<file path="src/vsc_pkg.sv">
// Package with constants and types for the voltage scale serial slave
package vsc_pkg;
   // ****************************************************
   // Bus address and timing
   // ****************************************************
   localparam logic [3:0]  GROUP_CODE      = 4'h9;
   localparam logic [2:0]  DEV_ADDR        = 3'h0;
   localparam int          PCLK_MHZ        = 100;
   localparam int          LINK_KBPS_MAX   = 400;
   localparam int          LINK_BIT_CYCLES = (PCLK_MHZ * 1000) / LINK_KBPS_MAX;
   // ****************************************************
   // Serial register indexes
   // ****************************************************
   localparam int          NUM_REGS        = 4;
   localparam logic [7:0]  IDX_ENABLE      = 8'h00;
   localparam logic [7:0]  IDX_TRIM        = 8'h01;
   localparam logic [7:0]  IDX_SCRATCH0    = 8'h02;
   localparam logic [7:0]  IDX_SCRATCH1    = 8'h03;
   // Enable register fields
   localparam int          EN_ACT2_BIT     = 0;
   localparam int          EN_ACT3_BIT     = 1;
   // Trim register fields
   localparam int          TRIM_SEL2_LSB   = 0;
   localparam int          TRIM_SEL3_LSB   = 2;
   localparam logic [7:0]  REG_RESET       = 8'h00;
   // ****************************************************
   // APB register byte addresses
   // ****************************************************
   localparam logic [7:0]  APB_CTRL        = 8'h00;
   localparam logic [7:0]  APB_STATUS      = 8'h04;
   localparam logic [7:0]  APB_ENABLE      = 8'h08;
   localparam logic [7:0]  APB_TRIM        = 8'h0c;
   localparam int          CTRL_SERIAL_BIT = 0;
   localparam logic [31:0] CTRL_RESET      = 32'h0000_0001;
   // ****************************************************
   // Types
   // ****************************************************
   typedef enum logic [2:0]
   {
      VSC_IDLE  = 3'b000,
      VSC_ADDR  = 3'b001,
      VSC_INDEX = 3'b010,
      VSC_WDATA = 3'b011,
      VSC_RDATA = 3'b100,
      VSC_ACK   = 3'b101,
      VSC_RACK  = 3'b110,
      VSC_SKIP  = 3'b111
   } vsc_state_t;
endpackage

</file>
<file path="src/vsc_regif.sv">
// Interface carrying register writes between the serial engine and the register file
interface vsc_regif;
   logic [7:0] idx;
   logic [7:0] wdata;
   logic       we;
   logic [7:0] rdata;
   modport engine (output idx, output wdata, output we, input rdata);
   modport regs   (input idx, input wdata, input we, output rdata);
endinterface

</file>
<file path="src/vsc_link.sv">
// Serial slave engine: conditions, address match, acknowledge and byte transfer
//
// Our own choices: the placing of the registers and the APB interface to the registers.
module vsc_link
   import vsc_pkg::*;
(
   // Clock and reset
   input  wire logic pclk,
   input  wire logic presetn,
   input  wire logic clk_en,
   // Synchronised line levels and mode
   input  wire logic scl_s,
   input  wire logic sda_s,
   input  wire logic serial_mode,
   // Data line drive
   output logic      sda_oe,
   // Register access
   vsc_regif.engine  rif,
   // Status
   output logic      busy
);
   typedef struct packed
   {
      vsc_state_t st;
      vsc_state_t after_ack;
      logic       scl_d;
      logic       sda_d;
      logic [2:0] bit_cnt;
      logic [7:0] shift;
      logic [7:0] idx;
      logic       drive;
      logic       full;
      logic       we;
      logic [7:0] wdata;
   } vsc_link_t;

   vsc_link_t s_r;
   vsc_link_t s_nxt;
   logic      scl_rise;
   logic      scl_fall;
   logic      start_c;
   logic      stop_c;

   assign scl_rise = scl_s & ~s_r.scl_d;
   assign scl_fall = ~scl_s & s_r.scl_d;
   assign start_c  = scl_s & s_r.scl_d & s_r.sda_d & ~sda_s;
   assign stop_c   = scl_s & s_r.scl_d & ~s_r.sda_d & sda_s;

   always_comb
   begin
      s_nxt       = s_r;
      s_nxt.scl_d = scl_s;
      s_nxt.sda_d = sda_s;
      s_nxt.we    = 1'b0;
      if (!serial_mode || stop_c)
      begin
         s_nxt.st    = VSC_IDLE;
         s_nxt.drive = 1'b0;
      end
      else if (start_c)
      begin
         s_nxt.st      = VSC_ADDR;
         s_nxt.bit_cnt = 3'h0;
         s_nxt.full    = 1'b0;
         s_nxt.drive   = 1'b0;
      end
      else
      begin
         case (s_r.st)
            VSC_IDLE, VSC_SKIP:
            begin
               s_nxt.drive = 1'b0;
            end
            VSC_ADDR, VSC_INDEX, VSC_WDATA:
            begin
               // Sample on the rising clock edge; data is stable while clock is high
               if (scl_rise)
               begin
                  s_nxt.shift   = {s_r.shift[6:0], sda_s};
                  s_nxt.bit_cnt = s_r.bit_cnt + 3'h1;
                  s_nxt.full    = (s_r.bit_cnt == 3'h7);
               end
               // A byte is complete only after its eighth clock, not on the start edge
               if (scl_fall && s_r.full)
               begin
                  s_nxt.st    = VSC_ACK;
                  s_nxt.full  = 1'b0;
                  s_nxt.drive = 1'b1;
                  case (s_r.st)
                     VSC_ADDR:
                     begin
                        if (s_r.shift[7:4] == GROUP_CODE && s_r.shift[3:1] == DEV_ADDR)
                        begin
                           s_nxt.after_ack = s_r.shift[0] ?
                                             VSC_RDATA : VSC_INDEX;
                        end
                        else
                        begin
                           s_nxt.st    = VSC_SKIP;
                           s_nxt.drive = 1'b0;
                        end
                     end
                     VSC_INDEX:
                     begin
                        s_nxt.idx       = s_r.shift;
                        s_nxt.after_ack = VSC_WDATA;
                     end
                     default:
                     begin
                        s_nxt.we        = 1'b1;
                        s_nxt.wdata     = s_r.shift;
                        s_nxt.idx       = s_r.idx + 8'h01;
                        s_nxt.after_ack = VSC_WDATA;
                     end
                  endcase
               end
            end
            VSC_ACK:
            begin
               if (scl_fall)
               begin
                  s_nxt.st      = s_r.after_ack;
                  s_nxt.bit_cnt = 3'h0;
                  if (s_r.after_ack == VSC_RDATA)
                  begin
                     s_nxt.shift = rif.rdata;
                     s_nxt.drive = ~rif.rdata[7];
                     s_nxt.idx   = s_r.idx + 8'h01;
                  end
                  else
                  begin
                     s_nxt.drive = 1'b0;
                  end
               end
            end
            VSC_RDATA:
            begin
               if (scl_fall)
               begin
                  s_nxt.bit_cnt = s_r.bit_cnt + 3'h1;
                  if (s_r.bit_cnt == 3'h7)
                  begin
                     s_nxt.st    = VSC_RACK;
                     s_nxt.drive = 1'b0;
                  end
                  else
                  begin
                     s_nxt.shift = {s_r.shift[6:0], 1'b0};
                     s_nxt.drive = ~s_r.shift[6];
                  end
               end
            end
            VSC_RACK:
            begin
               // Host acknowledge low asks for another byte; a no-acknowledge ends it
               if (scl_rise)
               begin
                  s_nxt.st = sda_s ? VSC_SKIP : VSC_ACK;
               end
            end
            default:
            begin
               s_nxt.st = VSC_IDLE;
            end
         endcase
         if (s_r.st == VSC_RACK && scl_rise && !sda_s)
         begin
            s_nxt.after_ack = VSC_RDATA;
            s_nxt.drive     = 1'b0;
         end
      end
   end

   // The ack state is reused for read continuation so the host edge lines up
   always_ff @(posedge pclk or negedge presetn)
   begin
      if (!presetn)
      begin
         s_r <= '{st: VSC_IDLE, after_ack: VSC_IDLE, scl_d: 1'b1, sda_d: 1'b1,
                  bit_cnt: 3'h0, shift: 8'h00, idx: 8'h00, drive: 1'b0,
                  full: 1'b0, we: 1'b0, wdata: 8'h00};
      end
      else if (clk_en)
      begin
         s_r <= s_nxt;
      end
   end

   assign sda_oe    = s_r.drive;
   assign rif.idx   = s_r.we ? s_r.idx - 8'h01 : s_r.idx;
   assign rif.wdata = s_r.wdata;
   assign rif.we    = s_r.we & clk_en;
   assign busy      = (s_r.st != VSC_IDLE);
endmodule

</file>
<file path="src/vsc_top.sv">
// Top of the serial slave port with voltage scaling control and APB registers

// Overview of operation
// - Works at serial rates up to 400 kbit/s with oversampling clock.
// - Respond only when address starts with group code 1001.
// - Device address field after group code must be 000.
// - Eighth address bit low means write, high means read.
// - Start is data falling while serial clock is high.
// - Stop is data rising while serial clock is high; ends transfer.
// - Data changes only while serial clock is low, except conditions.
// - On write address match, acknowledge then expect register index byte.
// - Acknowledge each valid address, index and data byte.
// - Register index advances after each data byte in a transfer.
// - Two-bit select per converter gives 5, 10 or 15 percent reduction.
// - Reduction applies while activate pin high, withdrawn while low unless its enable register activate bit is set.
// - Enable register activate bits also apply the selected reductions.
// - Serial control only when interrupt-mode pin selects it.
// - Activate pin is voltage control only in serial mode.
module vsc_top
(
   // Clock and reset
   input  wire logic        pclk,
   input  wire logic        presetn,
   input  wire logic        clk_en,
   // APB slave
   input  wire logic        psel,
   input  wire logic        penable,
   input  wire logic        pwrite,
   input  wire logic [7:0]  paddr,
   input  wire logic [31:0] pwdata,
   output logic [31:0]      prdata,
   output logic             pready,
   output logic             pslverr,
   // Serial pins
   input  wire logic        scl_i,
   input  wire logic        sda_i,
   output logic             sda_o,
   output logic             sda_oe,
   // Mode and scaling pins
   input  wire logic        interrupt_mode_pin,
   input  wire logic        scale_activate_pin,
   input  wire logic        switch1_fault,
   output logic             switch1_fault_o,
   output logic             switch1_fault_oe,
   // Converter reduction selects, zero means none
   output logic [1:0]       second_step_down_converter_scale,
   output logic [1:0]       third_step_down_converter_scale
);
   import vsc_pkg::*;
   // ****************************************************
   // State
   // ****************************************************
   typedef struct packed
   {
      logic [1:0] scl_sy;
      logic [1:0] sda_sy;
      logic [1:0] mode_sy;
      logic [1:0] act_sy;
      logic [1:0] flt_sy;
      logic [7:0] enable_reg;
      logic [7:0] trim_reg;
      logic [7:0] scratch0;
      logic [7:0] scratch1;
      logic       serial_en;
      logic [1:0] scale2;
      logic [1:0] scale3;
      logic [31:0] rdata;
   } vsc_top_t;

   vsc_top_t r_r;
   vsc_top_t r_nxt;
   vsc_regif rif ();
   logic     busy;
   logic     serial_mode;
   logic     apb_wr;
   logic     act2;
   logic     act3;

   // Mode pin sees the supply level as a logic high above threshold
   assign serial_mode = r_r.mode_sy[1] & r_r.serial_en;
   assign apb_wr      = psel & penable & pwrite;

   // ****************************************************
   // Serial engine
   // ****************************************************
   // Oversampling keeps many pclk cycles per bit at the fastest rate
   vsc_link u_link
   (
      .pclk        (pclk),
      .presetn     (presetn),
      .clk_en      (clk_en),
      .scl_s       (r_r.scl_sy[1]),
      .sda_s       (r_r.sda_sy[1]),
      .serial_mode (serial_mode),
      .sda_oe      (sda_oe),
      .rif         (rif.engine),
      .busy        (busy)
   );

   // Index beyond the map reads as zero and ignores writes
   always_comb
   begin
      case (rif.idx)
         IDX_ENABLE:   rif.rdata = r_r.enable_reg;
         IDX_TRIM:     rif.rdata = r_r.trim_reg;
         IDX_SCRATCH0: rif.rdata = r_r.scratch0;
         IDX_SCRATCH1: rif.rdata = r_r.scratch1;
         default:      rif.rdata = 8'h00;
      endcase
   end

   assign act2 = r_r.act_sy[1] | r_r.enable_reg[EN_ACT2_BIT];
   assign act3 = r_r.act_sy[1] | r_r.enable_reg[EN_ACT3_BIT];

   // ****************************************************
   // Next state
   // ****************************************************
   always_comb
   begin
      r_nxt         = r_r;
      r_nxt.scl_sy  = {r_r.scl_sy[0], scl_i};
      r_nxt.sda_sy  = {r_r.sda_sy[0], sda_i};
      r_nxt.mode_sy = {r_r.mode_sy[0], interrupt_mode_pin};
      r_nxt.act_sy  = {r_r.act_sy[0], scale_activate_pin};
      r_nxt.flt_sy  = {r_r.flt_sy[0], switch1_fault};
      if (rif.we)
      begin
         case (rif.idx)
            IDX_ENABLE:   r_nxt.enable_reg = rif.wdata;
            IDX_TRIM:     r_nxt.trim_reg   = rif.wdata;
            IDX_SCRATCH0: r_nxt.scratch0   = rif.wdata;
            IDX_SCRATCH1: r_nxt.scratch1   = rif.wdata;
            default:      r_nxt.scratch1   = r_r.scratch1;
         endcase
      end
      // APB write loses to a serial write in the same cycle, whichever register either one targets
      else if (apb_wr)
      begin
         case (paddr)
            APB_CTRL:   r_nxt.serial_en  = pwdata[CTRL_SERIAL_BIT];
            APB_ENABLE: r_nxt.enable_reg = pwdata[7:0];
            APB_TRIM:   r_nxt.trim_reg   = pwdata[7:0];
            default:    r_nxt.serial_en  = r_r.serial_en;
         endcase
      end
      // Without serial mode the trim settings are not applied at all
      r_nxt.scale2 = (serial_mode && act2) ?
                     r_r.trim_reg[TRIM_SEL2_LSB +: 2] : 2'h0;
      r_nxt.scale3 = (serial_mode && act3) ?
                     r_r.trim_reg[TRIM_SEL3_LSB +: 2] : 2'h0;
      case (paddr)
         APB_CTRL:   r_nxt.rdata = {31'h0, r_r.serial_en};
         APB_STATUS: r_nxt.rdata = {28'h0, r_r.act_sy[1], r_r.mode_sy[1], serial_mode, busy};
         APB_ENABLE: r_nxt.rdata = {24'h0, r_r.enable_reg};
         APB_TRIM:   r_nxt.rdata = {24'h0, r_r.trim_reg};
         default:    r_nxt.rdata = 32'h0;
      endcase
   end

   always_ff @(posedge pclk or negedge presetn)
   begin
      if (!presetn)
      begin
         r_r <= '{scl_sy: 2'h3, sda_sy: 2'h3, mode_sy: 2'h0, act_sy: 2'h0,
                  flt_sy: 2'h0,
                  enable_reg: REG_RESET, trim_reg: REG_RESET, scratch0: REG_RESET,
                  scratch1: REG_RESET, serial_en: CTRL_RESET[CTRL_SERIAL_BIT],
                  scale2: 2'h0, scale3: 2'h0, rdata: 32'h0};
      end
      else if (clk_en)
      begin
         r_r <= r_nxt;
      end
   end

   // ****************************************************
   // Outputs
   // ****************************************************
   // Read data is registered in setup, so access completes in one cycle
   assign prdata                           = r_r.rdata;
   assign pready                           = 1'b1;
   assign pslverr                          = 1'b0;
   assign sda_o                            = 1'b0;
   // While the interrupt-mode pin is low the switch1_fault input is driven out low as the switch fault flag
   assign switch1_fault_o                  = 1'b0;
   assign switch1_fault_oe                 = ~r_r.mode_sy[1] & r_r.flt_sy[1];
   assign second_step_down_converter_scale = r_r.scale2;
   assign third_step_down_converter_scale  = r_r.scale3;
endmodule
</file>
<file path="config.mk">
export PLATFORM = sky130hd
export DESIGN_NAME = vsc_top
export DESIGN_NICKNAME = d
export VERILOG_FILES = /design/src/vsc_pkg.sv /design/src/vsc_regif.sv /design/src/vsc_link.sv /design/src/vsc_top.sv
export SDC_FILE = /design/constraint.sdc
export NUM_CORES = 1
export LEC_CHECK = 0
export ABC_AREA = 1
export BUFFER_PORTS_ARGS = -buffer_cell sky130_fd_sc_hd__buf_2
export CORE_MARGIN = 2
export CORE_UTILIZATION = 57
export DETAILED_ROUTE_END_ITERATION = 16
export GPL_TIMING_DRIVEN = 0
export HOLD_SLACK_MARGIN = 0.02
export PLACE_DENSITY = 0.78
export SETUP_SLACK_MARGIN = 0.02
export SLEW_MARGIN = 40
export SYNTH_ARGS = -nofsm -noshare
export SYNTH_HDL_FRONTEND = slang
export SYNTH_SLANG_ARGS = --single-unit
</file>
<file path="constraint.sdc">
create_clock -name pclk -period 2.5 [get_ports pclk]
set_input_delay 0.5 -clock pclk [delete_from_list [all_inputs] [get_ports pclk]]
set_output_delay 0.5 -clock pclk [all_outputs]
set_load 0.02 [all_outputs]
</file>
==> metrics.cfg <==
[routing]
postRouteWirelength_um = 12700
drtPass1Iterations = 5
drt_iter0_markers = 327
wire_per_inst_um = 14.9
drc = 0
final_ant_viol_nets = 0
vias_per_cell = 5.49
dr_total_vias = 4683

[synth]
dominantRegCellSynth = sky130_fd_sc_hd__dfrtp_1
postSynthCellCount = 657
seq_area_frac_synth = 0.441
synth_seq_cells = 93
synth_enable_flop_cells = 0
synth_async_sr_flop_share = 1.00
post_synth.cell_area_avg_um2 = 8.06
synth.cell_area_mm2 = 0.00529
yosysWarningCount = 0
yosys.cell_types.count = 47

[critical_path]
cp_cell_sequence = inv_2, ha_1, nand2_1, inv_1, nand2_1, nand2_1, nand2_1, inv_1, nand2_1, nor2_4, buf_6, nand2_1, nor2_4, mux2_2
worstSetupStartpointType = register
cp_slowest_stage_delay_ns = 0.46
critical_path.endpoint_type = register
most_numerous_cell_on_the_critical_path = sky130_fd_sc_hd__nand2_1
crit_fanout = 10
criticalPathCategory = register to register
cp_data_arrival_time_ns = 2.54
timing.critical_path.required_ns = 2.76
critical-path-slowest-cell = sky130_fd_sc_hd__dfrtp_2

[sta]
period_minus_slack_ns = 2.28
timing.final.hold_violations = 0
timing.max_slew.rel_slack = 0.598
fmaxAchievable_mhz = 439
setup_viol_count_final = 0
fin_crit_sh = 0.911
grt_setup_unrepaired = false
final-max-slew-violation-count = 0
tightest_slew_ns = 0.599
fin_worst_skew_ns = 0.0155
finalWorstSetupSlack_ns = 0.223
tns_ns = 0

[placement]
pre_cts_slack_ns = 0.205
place_hpwl_um = 9580
io_buffer_count = 40
globalplace.congestion = 0.901
post-place-cells = 835

[layout]
layout-drive-gt1-share = 0.201
num_antenna_cells = 0
finalNetCount = 792
mostFrequentLayoutCells = 151 x sky130_fd_sc_hd__nand2_1, 85 x sky130_fd_sc_hd__dfrtp_1, 63 x sky130_fd_sc_hd__inv_1
num-fill-cells = 799
finalNonFillerCells = 853
final_common_cell = sky130_fd_sc_hd__nand2_1
area_delta_synth_final_pct = 13.6

[global_route]
wire_length_of_the_first_global_routing_pass_um = 21400
aggregate_global_routing_overflow = 0
grt_antenna_before_repair = 0
grt_pass1_vias = 4423
groute.usage.overall = 0.268
largest_net_degree_at_the_start_of_global_routing = 58

[die]
floorplan.die.height_um = 100
fp.coreArea_mm2 = 0.00911
fp.dieW_um = 100
core.rowCount = 35
pin_count = 93
dieArea_mm2 = 0.0101
floorplan.initialDensity = 0.581

[clocking]
cts_tree = built
clock_latency_ns = 0.36
cts.sink_count = 93
cts.root.buffer_cell = sky130_fd_sc_hd__clkbuf_8
numCtsBuffers = 9
postCtsHoldBufs = 0
clk_transition_reported_paths_ns = 0.10
htree_num_levels = 3
ctsLongestPathBuffers = 2

[pwr]
p_leak_uw = 0.00318
cellPowerDensity_mw_per_mm2 = 487
ir_worst_vdd_uv = 339
report.power.total_uw = 2930

[min_path]
timing.hold.worst.class = input port to async pin

[status]
outcome = complete, no violations

[flow_run]
cap_violations = 0

-- layer usage --
metal	part of all wire	vias up	GRT usage
met4	0.021	0	0.0938
met2	0.46	171	0.415
met3	0.060	19	0.0348
met5	0	-	0
met1	0.46	2221	0.390
li1	-	2272	-
-- critical path, delay by kind of cell (launching register included) --
kind                       cells  cell delay (ns)
and+or+nand+nor                8             0.80
DFF                            1             0.46
buffers and inverters          4             0.39
muxes                          1             0.37
adders and majority gates      1             0.18
-- logic make-up (layout without fill, tap and decap cells) --
| group | Yosys count | in the layout | share of synthesized area |
|---|---|---|---|
| AND/OR/NAND/NOR | 285 | 285 | 0.238 |
| buffers and inverters | 124 | 183 | 0.121 |
| AO/OA/AOI/OAI | 121 | 121 | 0.132 |
| flip-flops | 93 | 93 | 0.441 |
| multiplexers | 27 | 27 | 0.0553 |
| adder cells (fa/ha/maj) | 4 | 4 | 0.00945 |
| other | 2 | 28 | 0.00142 |
| XOR/XNOR | 1 | 1 | 0.00165 |
-- registers in the layout, summed over array words and instances (netlist names) --
signal and flops:
u_link.s_r 29, prdata 8, third_step_down_converter_scale 2, r_r 38, r_nxt 5, u_link.sda_oe 1
second_step_down_converter_scale 2, u_link.rif.wdata 8
-- synthesized netlist by cell type, types with 6 or more instances --
library cell / number / share of area
sky130_fd_sc_hd__nand2_1: 151 / 0.11
sky130_fd_sc_hd__dfrtp_1: 86 / 0.41
sky130_fd_sc_hd__inv_1: 63 / 0.045
sky130_fd_sc_hd__nand3_1: 53 / 0.050
sky130_fd_sc_hd__o21ai_0: 51 / 0.048
sky130_fd_sc_hd__nor2_1: 48 / 0.034
sky130_fd_sc_hd__buf_4: 41 / 0.058
sky130_fd_sc_hd__a21oi_1: 35 / 0.033
sky130_fd_sc_hd__nand4_1: 13 / 0.015
sky130_fd_sc_hd__mux2_2: 12 / 0.026
sky130_fd_sc_hd__mux2i_1: 9 / 0.017
sky130_fd_sc_hd__clkbuf_1: 8 / 0.0057
sky130_fd_sc_hd__dfstp_2: 7 / 0.035
sky130_fd_sc_hd__nor2_4: 7 / 0.015
sky130_fd_sc_hd__mux2_1: 6 / 0.013
sky130_fd_sc_hd__o21ai_1: 6 / 0.0057
-- timing repair --
item                       in CTS  in global routing
setup buffers                   0                  2
setup endpoints to repair       0                 17
resized for setup               0                  5
-- final cells by class --
cell class	count	area, um2	area share
inverter	68	255	0.0424
clock inverter	6	93.8	0.0156
multi-input combinational	466	2430	0.403
timing repair buffer	43	249	0.0414
sequential	93	2340	0.389
tap	111	139	0.0231
clock buffer	10	128	0.0212
buffer	56	388	0.0645
-- metrics by stage --
| step | instance area, um2 | hold WS [ns] | util |
|---|---|---|---|
| 6_report | 6020 | 0.0141 | 0.660 |
| 5_1_grt | 6020 | 0.0330 | 0.660 |
| 4_1_cts | 5990 | 0.0224 | 0.657 |
| 3_5_place_dp | 5770 | 0.420 | 0.633 |
| 3_3_place_gp | 5730 | 0.453 | 0.629 |
| 2_1_floorplan | 5390 | 0.204 | - |
-- worst paths after layout --
check	startpoint	end	slack, ns	depth (start not counted)
setup reg to reg	u_link.s_r[11]$_DFFE_PN0P_	r_r[48]$_DFFE_PN0P_	0.22	14
hold / removal	presetn	r_r[41]$_DFFE_PN0P_	0.01	1
hold reg to reg	r_nxt[78]$_DFFE_PN1P_	r_nxt[78]$_DFFE_PN1P_	0.48	2
setup / recovery	u_link.s_r[11]$_DFFE_PN0P_	r_r[48]$_DFFE_PN0P_	0.22	14
max in group asynchronous	presetn	u_link.s_r[31]$_DFFE_PN1P_	1.83	2
min in group pclk	scale_activate_pin	r_nxt[72]$_DFFE_PN0P_	0.33	3
-- power by group --
group          leakage [uW]  internal [uW]  switching (uW)
sequential          0.00121           1540            25.8
clock              0.000107            573             557
combinational       0.00186           81.7             153
(Power assumes the default switching activity.)
